**config.mk**
```make
export PLATFORM = sky130hd
export DESIGN_NAME = rmb_bridge
export DESIGN_NICKNAME = d
export VERILOG_FILES = /design/src/rtl/rmb_pkg.sv /design/src/rtl/rmb_stream_if.sv /design/src/rtl/rmb_bridge.sv /design/src/rtl/rmb_pair_buf.sv
export SDC_FILE = /design/constraint.sdc
export NUM_CORES = 1
export LEC_CHECK = 0
export BUFFER_PORTS_ARGS = -buffer_cell sky130_fd_sc_hd__buf_2
export CORE_ASPECT_RATIO = 1.75
export CORE_UTILIZATION = 36
export CTS_CLUSTER_DIAMETER = 150
export CTS_CLUSTER_SIZE = 12
export DETAILED_ROUTE_END_ITERATION = 10
export GPL_TIMING_DRIVEN = 0
export PLACE_DENSITY = 0.53
export SLEW_MARGIN = 10
export SYNTH_ARGS = -nofsm -noshare
export SYNTH_HDL_FRONTEND = slang
export SYNTH_SLANG_ARGS = --single-unit
```
**constraint.sdc**
```tcl
create_clock -name mclk_i -period 3.4 [get_ports mclk_i]
set_input_delay 0.17 -clock mclk_i [delete_from_list [all_inputs] [get_ports mclk_i]]
set_output_delay 0.17 -clock mclk_i [all_outputs]
set_load 0.005 [all_outputs]
```
**src/rtl/rmb_pkg.sv**
```systemverilog
package rmb_pkg;
	// mailbox geometry
	localparam int BUF_BYTES = 16;
	localparam int BUF_BITS = BUF_BYTES * 8;
	localparam logic [4:0] BUF_LEN_FULL = 5'h10;
	// extended-mode block window
	localparam logic [7:0] ADDR_FIRST = 8'hFC;
	localparam logic [7:0] ADDR_LAST = 8'hFF;
	// negative acknowledge codes
	localparam logic [2:0] NAK_MAX = 3'h5;
	localparam logic [2:0] EXT_ERR_NAK = 3'h1;
	// status byte returned in the fourth word of a block read
	localparam logic [7:0] STAT_READY = 8'h01;
	localparam logic [7:0] STAT_BUSY = 8'h02;
	localparam logic [23:0] STAT_PAD = 24'h00_0000;

	typedef enum logic [1:0] {RF_OTHER, RF_READ, RF_WRITE} rmb_rfcmd_type;
	typedef enum logic [2:0] {HC_NONE, HC_TX_ACK, HC_TX_NAK, HC_TX_BUF, HC_CLEAR, HC_SLEEP, HC_SENSE,
		HC_SENSE_SLEEP} rmb_hcmd_type;
	typedef enum logic [1:0] {RSP_ACK, RSP_NAK, RSP_DATA} rmb_rspkind_type;

	// response word: kind, nak code, payload
	localparam int RSP_W = 2 + 3 + BUF_BITS;
endpackage

```
**src/rtl/rmb_stream_if.sv**
```systemverilog
`timescale 1ns/1ps
`default_nettype none
interface rmb_stream_if #(parameter int W = 8);
	logic push_valid;
	logic push_ready;
	logic [W-1:0] push_data;
	logic pop_valid;
	logic pop_ready;
	logic [W-1:0] pop_data;
	modport producer (output push_valid, push_data, pop_ready, input push_ready, pop_valid, pop_data);
	modport buffer (input push_valid, push_data, pop_ready, output push_ready, pop_valid, pop_data);
endinterface
`default_nettype wire

```
**src/rtl/rmb_bridge.sv**
```systemverilog
// Summary of operation
// tunneling selected: frames to buffer, not EEPROM
// tunneling errors raise CRC, parity, framing flags
// host commands send ACK or NAK 0-5
// transmit command sends buffer contents over RF
// host commands move tag to sleep/sense
// host EEPROM access unaffected by tunneling
// both modes enabled means tunneling wins
// extended blocks FCh-FFh reach mailbox buffer
// extended frames with errors are silently dropped
// good extended mailbox write answered with ACK
// buffer granted to one side at once
// buffer kept, cleared when field returns
// reader writes FCh, FDh, FEh, then FFh
// FCh write sets busy, rx start, blocks host
// FFh write raises rx end, sets ready
// FFh before FCh answered with error
// ready flag freezes buffer to reader writes, which get error; host byte writes still land
// block FCh-FFh stored at offsets 0,4,8,C
// host reads bytes in order from 00h
// clear command drops ready, accepts new message
// transmit command sets host data ready
// FCh read returns status in fourth word
// early FCh read returns zeros, busy status
// reader FFh write releases buffer, tx end
`timescale 1ns/1ps
`default_nettype none
module rmb_bridge import rmb_pkg::*; (
	// clock and reset
	input wire logic mclk_i,
	input wire logic reset_n_i,
	// mode bits of mode_config_byte
	input wire logic tun_mod_i,
	input wire logic ext_mod_i,
	// tag state from the RF front end
	input wire logic selected_i,
	input wire logic field_present_i,
	// received RF frame, held until taken
	input wire logic rf_frame_i,
	input wire rmb_rfcmd_type rf_cmd_i,
	input wire logic [7:0] rf_addr_i,
	input wire logic [31:0] rf_data_i,
	input wire logic [BUF_BITS-1:0] rf_raw_i,
	input wire logic [4:0] rf_len_i,
	input wire logic rf_crc_err_i,
	input wire logic rf_par_err_i,
	input wire logic rf_frm_err_i,
	output logic rf_ready_o,
	output logic rf_to_eeprom_o,
	// response toward the RF transmitter
	output logic resp_valid_o,
	input wire logic resp_ready_i,
	output logic [1:0] resp_kind_o,
	output logic [2:0] resp_nak_o,
	output logic [BUF_BITS-1:0] resp_data_o,
	// host direct commands, held until done
	input wire logic host_cmd_valid_i,
	input wire rmb_hcmd_type host_cmd_i,
	input wire logic [2:0] host_nak_i,
	output logic host_cmd_done_o,
	// host buffer byte access
	input wire logic host_buf_wr_i,
	input wire logic host_buf_rd_i,
	input wire logic [7:0] host_wr_byte_i,
	output logic [7:0] host_rd_byte_o,
	output logic host_rd_valid_o,
	// status flags
	output logic reader_write_in_progress_o,
	output logic reader_message_ready_o,
	output logic host_data_ready_o,
	output logic [4:0] buf_len_o,
	// event pulses
	output logic rx_start_o,
	output logic rx_end_o,
	output logic tx_end_o,
	output logic crc_err_o,
	output logic par_err_o,
	output logic frm_err_o,
	output logic buffer_fault_irq_o,
	output logic acc_err_o,
	output logic goto_sleep_o,
	output logic goto_sense_o
);
	logic [7:0] mem [BUF_BYTES];
	logic [7:0] next_mem [BUF_BYTES];
	logic [3:0] ptr, next_ptr;
	logic field_s1, field_s2, field_d;
	logic busy, msg_rdy, host_rdy, next_busy, next_msg_rdy, next_host_rdy;
	logic [4:0] len, next_len;
	logic [7:0] rd_byte, next_rd_byte;
	logic [13:0] ev, next_ev;
	logic tun, ext, field_rise, frame_acc, cmd_acc, push, win, any_err;
	logic [1:0] push_kind;
	logic [2:0] push_nak;
	logic [BUF_BITS-1:0] push_data, buf_flat;
	rmb_stream_if #(.W(RSP_W)) rsp ();

	// big-endian word of the mailbox
	function automatic logic [31:0] buf_word(input logic [7:0] m [BUF_BYTES], input int w);
		buf_word = {m[4*w], m[4*w+1], m[4*w+2], m[4*w+3]};
	endfunction

	// byte offset of a block in the window
	function automatic logic [3:0] blk_ofs(input logic [7:0] a);
		blk_ofs = {a[1:0], 2'b00};
	endfunction

	assign tun = tun_mod_i;
	assign ext = ext_mod_i && !tun_mod_i;
	assign field_rise = field_s2 && !field_d;
	// field glitch of no RF means power side keeps us alive; only a return wipes state
	assign frame_acc = rf_frame_i && rsp.push_ready && !field_rise;
	// RF wins the cycle; host commands wait, so the buffer never sees two masters
	assign cmd_acc = host_cmd_valid_i && rsp.push_ready && !rf_frame_i && !field_rise;
	assign win = rf_addr_i >= ADDR_FIRST;
	assign any_err = rf_crc_err_i || rf_par_err_i || rf_frm_err_i;
	assign buf_flat = {buf_word(mem, 0), buf_word(mem, 1), buf_word(mem, 2), buf_word(mem, 3)};

	// field pin synchroniser
	always_ff @(posedge mclk_i or negedge reset_n_i) begin
		if (!reset_n_i) begin
			field_s1 <= 1'b0;
			field_s2 <= 1'b0;
			field_d <= 1'b0;
		end else begin
			field_s1 <= field_present_i;
			field_s2 <= field_s1;
			field_d <= field_s2;
		end
	end

	// ev bits 13..0: rx_start rx_end tx_end crc par frm bf acc sleep sense spare done eeprom rdv
	always_comb begin
		next_mem = mem;
		next_ptr = ptr;
		next_busy = busy;
		next_msg_rdy = msg_rdy;
		next_host_rdy = host_rdy;
		next_len = len;
		next_rd_byte = rd_byte;
		next_ev = '0;
		push = 1'b0;
		push_kind = RSP_ACK;
		push_nak = '0;
		push_data = '0;
		if (field_rise) begin
			for (int i = 0; i < BUF_BYTES; i++) next_mem[i] = '0;
			next_busy = 1'b0;
			next_msg_rdy = 1'b0;
			next_host_rdy = 1'b0;
			next_ptr = '0;
			next_len = '0;
		end else if (frame_acc && selected_i && tun) begin
			// whole frame goes to the host unless a message is still ready (buffer fault); EEPROM path stays closed
			next_ev[13:12] = 2'b11;
			next_ev[10] = rf_crc_err_i;
			next_ev[9] = rf_par_err_i;
			next_ev[8] = rf_frm_err_i;
			if (msg_rdy) begin
				next_ev[7] = 1'b1;
			end else begin
				for (int i = 0; i < BUF_BYTES; i++) next_mem[i] = rf_raw_i[BUF_BITS-1-8*i -: 8];
				next_len = rf_len_i;
				next_msg_rdy = 1'b1;
			end
		end else if (frame_acc && selected_i && ext && win) begin
			if (any_err) begin
				push = 1'b0;
			end else if (rf_cmd_i == RF_WRITE) begin
				push = 1'b1;
				if (host_rdy && rf_addr_i == ADDR_LAST) begin
					for (int i = 0; i < BUF_BYTES; i++) next_mem[i] = '0;
					next_host_rdy = 1'b0;
					next_ev[11] = 1'b1;
				end else if (msg_rdy || host_rdy || (rf_addr_i != ADDR_FIRST && !busy)) begin
					push_kind = RSP_NAK;
					push_nak = EXT_ERR_NAK;
				end else begin
					for (int b = 0; b < 4; b++) next_mem[blk_ofs(rf_addr_i) + 4'(b)] = rf_data_i[31-8*b -: 8];
					if (rf_addr_i == ADDR_FIRST) begin
						next_busy = 1'b1;
						next_ev[13] = 1'b1;
					end
					if (rf_addr_i == ADDR_LAST) begin
						next_busy = 1'b0;
						next_msg_rdy = 1'b1;
						next_ev[12] = 1'b1;
						next_len = BUF_LEN_FULL;
					end
				end // ack stays the default kind
			end else if (rf_cmd_i == RF_READ && rf_addr_i == ADDR_FIRST) begin
				push = 1'b1;
				push_kind = RSP_DATA;
				if (host_rdy) begin
					push_data = {buf_word(mem, 0), buf_word(mem, 1), buf_word(mem, 2), STAT_PAD, STAT_READY};
				end else begin
					push_data = {96'h0000_0000_0000_0000_0000_0000, STAT_PAD, STAT_BUSY};
				end
			end else begin
				push = 1'b1;
				push_kind = RSP_NAK;
				push_nak = EXT_ERR_NAK;
			end
		end else if (frame_acc) begin
			next_ev[1] = 1'b1;
		end else if (cmd_acc) begin
			next_ev[2] = 1'b1;
			unique case (host_cmd_i)
				HC_TX_ACK: begin
					push = 1'b1;
				end
				HC_TX_NAK: begin
					push = 1'b1;
					push_kind = RSP_NAK;
					push_nak = (host_nak_i > NAK_MAX) ? NAK_MAX : host_nak_i;
				end
				HC_TX_BUF: begin
					if (tun) begin
						push = 1'b1;
						push_kind = RSP_DATA;
						push_data = buf_flat;
					end else begin
						next_host_rdy = 1'b1;
					end
				end
				HC_CLEAR: begin
					if (busy) begin
						next_ev[6] = 1'b1;
					end else begin
						for (int i = 0; i < BUF_BYTES; i++) next_mem[i] = '0;
						next_msg_rdy = 1'b0;
						next_ptr = '0;
						next_len = '0;
					end
				end
				HC_SLEEP: next_ev[5] = 1'b1;
				HC_SENSE, HC_SENSE_SLEEP: next_ev[4] = 1'b1;
				HC_NONE: next_ev[2] = 1'b1;
			endcase
		end
		// host byte port; refused while reader owns the buffer, and writes also while data awaits release
		if ((host_buf_wr_i || host_buf_rd_i) && !field_rise) begin
			if (busy || frame_acc || (host_buf_wr_i && host_rdy)) begin
				next_ev[6] = 1'b1;
			end else if (host_buf_wr_i) begin
				next_mem[ptr] = host_wr_byte_i;
				next_ptr = ptr + 4'h1;
			end else begin
				next_rd_byte = mem[ptr];
				next_ev[0] = 1'b1;
				next_ptr = ptr + 4'h1;
			end
		end
	end

	always_ff @(posedge mclk_i or negedge reset_n_i) begin
		if (!reset_n_i) begin
			for (int i = 0; i < BUF_BYTES; i++) mem[i] <= '0;
			ptr <= '0;
			busy <= 1'b0;
			msg_rdy <= 1'b0;
			host_rdy <= 1'b0;
			len <= '0;
			rd_byte <= '0;
			ev <= '0;
		end else begin
			mem <= next_mem;
			ptr <= next_ptr;
			busy <= next_busy;
			msg_rdy <= next_msg_rdy;
			host_rdy <= next_host_rdy;
			len <= next_len;
			rd_byte <= next_rd_byte;
			ev <= next_ev;
		end
	end

	// response path; a stalled transmitter back-pressures both RF and host
	assign rsp.push_valid = push;
	assign rsp.push_data = {push_kind, push_nak, push_data};
	assign rsp.pop_ready = resp_ready_i;
	rmb_pair_buf #(.W(RSP_W)) u_rsp_buf (
		.mclk_i(mclk_i),
		.reset_n_i(reset_n_i),
		.st(rsp.buffer)
	);

	assign rf_ready_o = rsp.push_ready;
	assign resp_valid_o = rsp.pop_valid;
	assign resp_kind_o = rsp.pop_data[RSP_W-1 -: 2];
	assign resp_nak_o = rsp.pop_data[BUF_BITS+2 -: 3];
	assign resp_data_o = rsp.pop_data[BUF_BITS-1:0];
	// host EEPROM port lives outside and is never gated here
	assign rf_to_eeprom_o = ev[1];
	assign host_cmd_done_o = ev[2];
	assign host_rd_byte_o = rd_byte;
	assign host_rd_valid_o = ev[0];
	assign reader_write_in_progress_o = busy;
	assign reader_message_ready_o = msg_rdy;
	assign host_data_ready_o = host_rdy;
	assign buf_len_o = len;
	assign rx_start_o = ev[13];
	assign rx_end_o = ev[12];
	assign tx_end_o = ev[11];
	assign crc_err_o = ev[10];
	assign par_err_o = ev[9];
	assign frm_err_o = ev[8];
	assign buffer_fault_irq_o = ev[7];
	assign acc_err_o = ev[6];
	assign goto_sleep_o = ev[5];
	assign goto_sense_o = ev[4];
endmodule
`default_nettype wire

```
**src/rtl/rmb_pair_buf.sv**
```systemverilog
`timescale 1ns/1ps
`default_nettype none
module rmb_pair_buf #(parameter int W = 8) (
	// clock and reset
	input wire logic mclk_i,
	input wire logic reset_n_i,
	// both sides of the buffer
	rmb_stream_if.buffer st
);
	logic [W-1:0] head, tail, next_head, next_tail;
	logic head_v, tail_v, not_full, next_head_v, next_tail_v, next_not_full;

	// shift-style pair: head always feeds the output so pop data is a flop
	always_comb begin
		next_head = head;
		next_tail = tail;
		next_head_v = head_v;
		next_tail_v = tail_v;
		if (head_v && st.pop_ready) begin
			if (tail_v) begin
				next_head = tail;
				next_tail_v = 1'b0;
			end else begin
				next_head_v = 1'b0;
			end
		end
		if (st.push_valid && not_full) begin
			if (!next_head_v) begin
				next_head = st.push_data;
				next_head_v = 1'b1;
			end else begin
				next_tail = st.push_data;
				next_tail_v = 1'b1;
			end
		end
		next_not_full = !next_tail_v;
	end

	always_ff @(posedge mclk_i or negedge reset_n_i) begin
		if (!reset_n_i) begin
			head <= '0;
			tail <= '0;
			head_v <= 1'b0;
			tail_v <= 1'b0;
			not_full <= 1'b1;
		end else begin
			head <= next_head;
			tail <= next_tail;
			head_v <= next_head_v;
			tail_v <= next_tail_v;
			not_full <= next_not_full;
		end
	end

	assign st.push_ready = not_full;
	assign st.pop_valid = head_v;
	assign st.pop_data = head;
endmodule
`default_nettype wire

```
; ---- Yosys cells after proc, flatten, opt, wreduce, memory -nomap -nowiden
; Index checks and enable logic that the tools add are counted.
[word_totals]
ff_bits = 433
input_bits = 203
out_inout_bits = 164
elab_cells = 305
[classes]
add_sub_neg = 4
order_cmp = 12
n_eq_ne = 29
mux = 171
n_bitwise = 7
reduce_logical = 51
[ops]
columns = cell, n
row1 = $mux 128, 26
row2 = $bwmux 128, 5
row3 = $mux 133, 4
row4 = $demux 8 s4, 5
row5 = $mux 1, 66
row6 = $mux 5, 13
row7 = $mux 8, 7
row8 = $mux 3, 16
row9 = $mux 4, 10
row10 = $bmux 8 s4, 1
row11 = $mux 2, 15
row12 = $ge 5x5->1 const B, 5
row13 = $lt 5x1->1 const B, 5
row14 = $not 4->5, 5
row15 = $logic_and 1x1->1, 23
row16 = $eq 8x8->1 const B, 2
row17 = $eq 3x3->1 const B, 4
row18 = $ne 4x4->1 const B, 3
row19 = $mux 10, 1
row20 = $reduce_and 10->1, 1
row21 = $ne 3x2->1 const B, 3
row22 = $reduce_and 9->1, 1
row23 = $reduce_bool 3->1, 3
row24 = $add 4x1->4 const B, 2
row25 = 26 further kinds, 48

; ---- Depth between registers and ports, before layout
; Gate-level depths: netlist of run 1.
[depth]
word_depth = 20
depth_mapped = 9
depth_no_buf = 6

; ---- Cells and area by module
; Synthesis of run 1 repeated with hierarchy kept, for this count alone.
[unflattened]
cells_unflattened = 2054
hier_area_um2 = 22724.3
[by_module_without_submodules]
columns = module, instances, cells_each, area_per_inst_um2, seq_area_each_um2
row1 = rmb_bridge, 1, 1316, 11623.6, 4103.9
row2 = rmb_pair_buf, 1, 738, 11100.6, 6732.7

; ---- Least setup slack after synthesis of run 1
; No wires, ideal clock.
[synth_path]
path_kind = reg2reg
startpoint = register ptr[0]
endpoint = register mem (netlist bit buf_flat[27])
setup_time_ns = 0.103
arrival_ns = 2.347
required_ns = 3.297
path_slack_ns = 0.950
stages_incl_launch_ff = 9
path_buffers = 2
synth_period_minus_slack_ns = 2.450
path_cell_list = dfrtp_1 -> buf_2 -> buf_1 -> inv_1 -> ha_1 -> o21a_1 -> and2_1 -> or2_2 -> o41ai_2
[synth_rtl]
columns = item, line_no
row1 = start: declaration, rmb_bridge.sv:86  ; logic [3:0] ptr, next_ptr;
row2 = start signal: assignment, rmb_bridge.sv:268  ; ptr <= next_ptr;
row3 = end signal: assignment, rmb_bridge.sv:267  ; mem <= next_mem;
row4 = end: declaration, rmb_bridge.sv:84  ; logic [7:0] mem [BUF_BYTES];

==> results.txt, run 1 <==
Outcome = completed
P&R area growth vs syn = 22.2%
Max stage delay on crit path = 610 ps
Complex-gate fraction of the synthesized area = 25.4%
Rel. slew slack = 13.1%
Total core area = 61300 um2
# setup viols final = 0
Hold endpoint = buf_flat[3]$_DFF_PN0_
Via count = 20810
Placed inst area = 25300 um2
Post-Synth XOR/XNOR Area = 0%
CP dominant cell by count = clkbuf_1
GRT Util Overall = 35.7%
Clk slew on worst S/H paths = 70 ps
Setup Skew = 45.4 ps
Initial antenna violation count = 5
I/O Pins = 367
Critical Path Source Type = flop
First-pass GRT wire length = 159000 um
First drt pass iteration count = 5
Post-DP HPWL = 86900 um
Yosys warnings = 0
DR iter-0 viols = 1628
Placed cell count = 3199
Post-route ant nets = 0
Fin. Hold Viols = 0
Hold Crit Class = input pin to flop
CTS tree = built
Clk_lat worst skew = 610 ps
Crit Path Category = flop to flop
Wirelength, routed = 113000 um
Worst-margin pin slew = 1300 ps
GR Overflow Total = 0
WL/cell = 33.9 um
Rows = 120
Slew Limit Fails = 0
Slowest cell on crit path = dfstp_2
Number of max-cap violations = 0
Port bufs = 364
CP arrival = 3830 ps
Post-synthesis async set-or-reset flop share = 100%
Worst reg2reg endpoint = buf_flat[62]$_DFF_PN0_
DRC Markers = 0
CTS root buf = clkbuf_16
Critical path, cell by cell = and4_1, clkbuf_1, nand3_2, clkbuf_2, clkbuf_1, o221ai_1, o21ai_0
Syn_nets = 2245
Worst reg-to-reg setup slack = 2 ps
Pin count of the biggest net entering global routing = 102
Post-synthesis sequential area ratio = 48.4%
Post-synthesis mux area share = 13.7%
Largest family of logic cells by synthesized area = compound AO/OA/AOI/OAI gates
Total CTS buffers = 42
Clock sink count = 433
Postcts setup bufs = 0
Crit share post-route = 100%
Vias in the first global route = 21351
Synth Area in Simple Gates = 8.31%
DIE AREA = 63200 um2
Starting Density = 36.5%
Post-Syn Area = 22400 um2
Post-synth EDFFs = 0
Synth Area in Adders = 0.224%
Gpl congestion = 1.01
VDD IR max = 322 uV
Minimum clock period = 3400 ps
Mean post-synth cell area = 11.0 um2
H-tree lvl count = 2
Non-filler cells, final = 3343
Die height = 332 um
Fin area = 27400 um2
Pleak = 13.2 nW
R2R depth = 7
RSZ-0062 raised after global routing = false
Most frequent cells in the layout = dfrtp_1, buf_2, mux2i_1
CTS Buffer Depth = 3
Die W = 190 um
Seq cells post-synth = 433
CP max FO = 10
Fraction of layout cells with a size suffix above 1 = 23.4%
Min-delay src = rf_raw_i[3]
Crit end category = flop
Power per standard cell area = 461 nW/um2
Nets = 2742
RR Startpoint = u_rsp_buf.st.push_ready$_DFF_PN1_
Vias per cell = 6.22
Yosys cell types = 81
Post-Syn Instances = 2038
F_max = 294 MHz
WP data required = 3840 ps
Synth Flop Type = dfrtp_1
Worst Hold Depth = 3
Commonest non-fill, non-tap cell in the layout = dfrtp_1
## final cells by class
class | instances | area (um2)
Buffer | 190 | 822
Fill cell | 5960 | 33900
Antenna cell | 6 | 15.0
Clock buffer | 49 | 1080
Timing Repair Buffer | 456 | 2820
Sequential cell | 433 | 10800
Clock inverter | 4 | 45.0
Multi-Input combinational cell | 1400 | 10700
Inverter | 12 | 45.0
Tap cell | 793 | 992
## report_power, final
part           switching (mW)  leakage, nW  internal (mW)  total [mW]
Clock                    2.15        0.548           2.23        4.38
Sequential              0.473         5.91           5.48        5.96
Combinational            1.37         6.72          0.889        2.26
## state kept, by name, indices dropped and copies added (netlist names)
| signal | flops |
|---|---|
| host_data_ready_o | 1 |
| u_rsp_buf.st.push_ready | 1 |
| ptr | 4 |
| ev | 13 |
| u_rsp_buf.tail_v | 1 |
| u_rsp_buf.st.pop_valid | 1 |
| field_s2 | 1 |
| u_rsp_buf.tail | 133 |
| field_s1 | 1 |
| buf_len_o | 5 |
| u_rsp_buf.st.pop_data | 133 |
| host_rd_byte_o | 8 |
| buf_flat | 128 |
| reader_message_ready_o | 1 |
| reader_write_in_progress_o | 1 |
| field_d | 1 |
## kinds of logic after synthesis
| logic type | after synthesis |
|---|---|
| AO/OA/AOI/OAI | 759 |
| adder cells (fa/ha/maj) | 4 |
| buffers and inverters | 205 |
| flip-flops | 433 |
| multiplexers | 253 |
| AND/OR/NAND/NOR | 384 |
## synthesized netlist by cell type, drive strengths merged (9+ instances only)
master,count,area [um2]
o221ai,84,742
nor3,9,56.3
nand4,9,62.6
o21ai,161,806
clkbuf,126,473
dfrtp,432,10800
nand2,154,581
a221oi,46,422
o41ai,23,239
o2bb2ai,97,850
inv,12,45.0
and2,15,93.8
nor2,97,364
nor2b,9,56.3
mux4,40,901
a22oi,16,120
buf,67,357
and3,15,93.8
nand3,29,155
a22o,112,981
mux2i,188,1880
o22ai,31,194
mux2,25,282
o21a,62,465
a21oi,80,408
or2,20,125
## timing repair
item | CTS | global route
endpoints found under the hold margin | 156 | 0
endpoints found under the setup margin | 138 | 3
gates resized for setup | 9 | 0
pin swaps | 0 | 0
hold buffers | 88 | 0
## through the flow
step	utilization, %	power (mW)	hold slack [ps]	TNS, ps	setup slack, ps
after CTS	44.6	12.6	0.0795	0	82.2
after global routing	44.6	12.9	26.7	0	46.6
after global placement	41.1	8.11	281	-2911700	-6790
after detailed placement	41.3	8.16	136	-16520	-556
after floorplan	-	6.86	-126	0	950
final	44.6	12.6	13.3	0	1.61
## worst max-delay path, delay by kind of cell, from the launching register on
kind	cells	cell delay, ps
and+or+nand+nor	2	580
AOI/OAI and AO/OA	2	660
DFF	1	610
buffers and inverters	3	1380
## metal layers
layer  global-route usage, %  wire (um)  vias to the layer above
met1                    40.6      40700                    10423
li1                        -          -                     8841
met2                    58.2      53100                     1176
met3                    6.50       8230                      366
met4                    29.0      11100                        4
met5                       0         32                        -
## worst max-delay path by stage
stage / from / to / cells past startpoint
floorplan: ptr[0]$_DFF_PN0_ / buf_flat[27]$_DFF_PN0_ / 8
global placement: reset_n_i / u_rsp_buf.st.pop_data[51]$_DFF_PN0_ / 1
detailed placement: ptr[1]$_DFF_PN0_ / buf_flat[62]$_DFF_PN0_ / 8
CTS: ptr[1]$_DFF_PN0_ / buf_flat[62]$_DFF_PN0_ / 8
global route: u_rsp_buf.st.push_ready$_DFF_PN1_ / u_rsp_buf.st.pop_data[86]$_DFF_PN0_ / 7
finish: u_rsp_buf.st.push_ready$_DFF_PN1_ / buf_flat[62]$_DFF_PN0_ / 7
(Power assumes the default switching activity.)
==> run 2: changes to the inputs <==
CORE_UTILIZATION = 60   (was 36)
PLACE_DENSITY = 0.82   (was 0.53)
clock period = 4.24 ns   (was 3.4 ns; I/O delays follow)
==> run 2 against run 1 <==
  * Critical path depth rose by 1
  * Largest cell class unchanged
  * The run now ends with DRC left
  * Global-route usage rose by 21 points
  * Clock-buffer cell count rose by 3
  * Critical endpoint is now buf_flat[122]$_DFF_PN0_
  * Fmax fell by 12%
  * Largest power group unchanged
  * Core utilization rose by 27 points
  * Via count rose by 7.4%
==> results.txt, run 2 (same netlist as run 1, synthesis figures left out) <==
Clk_lat worst skew = 580 ps
Min-delay src = rf_raw_i[58]
Initial antenna violation count = 11
Hold Crit Class = input pin to flop
Die height = 257 um
Non-filler cells, final = 2973
Vias per cell = 7.52
Hold endpoint = buf_flat[58]$_DFF_PN0_
Failing checks = DRC
Worst-margin pin slew = 1300 ps
Outcome = finished with violations
P&R area growth vs syn = 18.0%
DRC Markers = 2
Starting Density = 60.9%
Most frequent cells in the layout = dfrtp_1, buf_2, mux2i_1
Setup TNS = 0 ps
Rel. slew slack = 13.1%
Post-DP HPWL = 76100 um
Worst Hold Depth = 3
WL/cell = 35.5 um
Port bufs = 364
Total core area = 36800 um2
Gpl congestion = 1.05
RR Startpoint = ptr[1]$_DFF_PN0_
Slew Limit Fails = 0
Post-CTS Hold Buffers = 35
DIE AREA = 38100 um2
GR Overflow Total = 0
DR iter-0 viols = 2790
Clock sink count = 433
Postcts setup bufs = 0
CTS root buf = clkbuf_16
WP data required = 4710 ps
CTS tree = built
Minimum clock period = 3870 ps
Critical Path Source Type = flop
R2R depth = 8
First drt pass iteration count = 11
CP max FO = 10
Vias in the first global route = 22602
Hold slack = 7.11 ps
Die W = 148 um
CTS Buffer Depth = 3
Setup Skew = 31.6 ps
Crit Path Category = flop to flop
Total CTS buffers = 42
Clk slew on worst S/H paths = 70 ps
# setup viols final = 0
Rows = 93
Pleak = 13.0 nW
Nets = 2691
CP arrival = 4340 ps
Wirelength, routed = 106000 um
Crit end category = flop
GRT Util Overall = 56.4%
H-tree lvl count = 2
First-pass GRT wire length = 152000 um
VDD IR max = 353 uV
F_max = 258 MHz
Via count = 22359
Crit share post-route = 91.3%
Post-route ant nets = 0
RSZ-0062 raised after global routing = false
Pin count of the biggest net entering global routing = 120
Fin. Hold Viols = 0
CTS resizes = 0
Worst reg-to-reg setup slack = 370 ps
Number of max-cap violations = 0
Worst reg2reg endpoint = buf_flat[122]$_DFF_PN0_
Fraction of layout cells with a size suffix above 1 = 23.6%
Placed cell count = 2880
I/O Pins = 367
Power per standard cell area = 381 nW/um2
Commonest non-fill, non-tap cell in the layout = dfrtp_1
run 2: changes by cell type in the layout (fill, tap and decap cells not counted), moves of 2 or more:
| cell | before | now |
|---|---|---|
| dlygate4sd3_1 | 88 | 35 |
| clkbuf_16 | 42 | 45 |
| a21oi_1 | 76 | 78 |
| buf_1 | 4 | 6 |
| inv_6 | 2 | 0 |
| clkbuf_1 | 129 | 132 |
run 2: worst max-delay path: stages (launching register included):
cell and delay [ps]:
dfrtp_1 370, clkbuf_1 670, clkbuf_1 670, inv_1 140, ha_1 260, o21a_1 300
a21oi_1 740, o221ai_1 350, o21ai_0 270
run 2: worst max-delay path by stage:
stage / from / to / slack (ps) / depth (start not counted)
3_3_place_gp: reset_n_i / u_rsp_buf.st.pop_data[75]$_DFF_PN0_ / -5230 / 1
4_1_cts: ptr[1]$_DFF_PN0_ / buf_flat[51]$_DFF_PN0_ / 640 / 8
5_1_grt: ptr[1]$_DFF_PN0_ / buf_flat[122]$_DFF_PN0_ / 350 / 8
3_5_place_dp: ptr[1]$_DFF_PN0_ / buf_flat[51]$_DFF_PN0_ / 670 / 8
2_1_floorplan: ptr[0]$_DFF_PN0_ / buf_flat[27]$_DFF_PN0_ / 1790 / 8
6_report: ptr[1]$_DFF_PN0_ / buf_flat[122]$_DFF_PN0_ / 370 / 8
run 2: area by class of cell:
class	instances	area (um2)
antenna	5	12.5
buffer	193	831
clock buffer	52	1150
clock inverter	1	11.3
fill	2532	10400
inverter	12	45.0
multi-input combinational	1400	10700
sequential	433	10800
tap	475	594
timing repair buffer	402	2260
run 2: where the power goes:
part           switching, mW  leakage, nW  internal (mW)  total, mW
combinational           1.09         6.48          0.680       1.77
clock                   1.62        0.569           1.89       3.51
sequential             0.370         5.91           4.40       4.77
total                   3.08         13.0           6.97       10.1
run 2: layer usage:
| metal | part of all wire, % | global-route usage (%) | vias to the layer above |
|---|---|---|---|
| li1 | - | - | 8738 |
| met1 | 31 | 60.5 | 10728 |
| met2 | 44 | 84.1 | 2053 |
| met3 | 12 | 18.7 | 834 |
| met4 | 14 | 58.7 | 6 |
| met5 | 0.039 | 0 | - |
run 2: per-stage QoR:
stage / setup slack, ps / utilization, % / instance area [um2] / total power, mW
2_1_floorplan: 1790 / - / 22400 / 5.50
3_3_place_gp: -5230 / 67.4 / 24800 / 6.36
3_5_place_dp: 670 / 67.7 / 24900 / 6.43
4_1_cts: 644 / 71.8 / 26400 / 9.88
5_1_grt: 348 / 71.8 / 26400 / 10.2
6_report: 368 / 71.8 / 26400 / 10.1
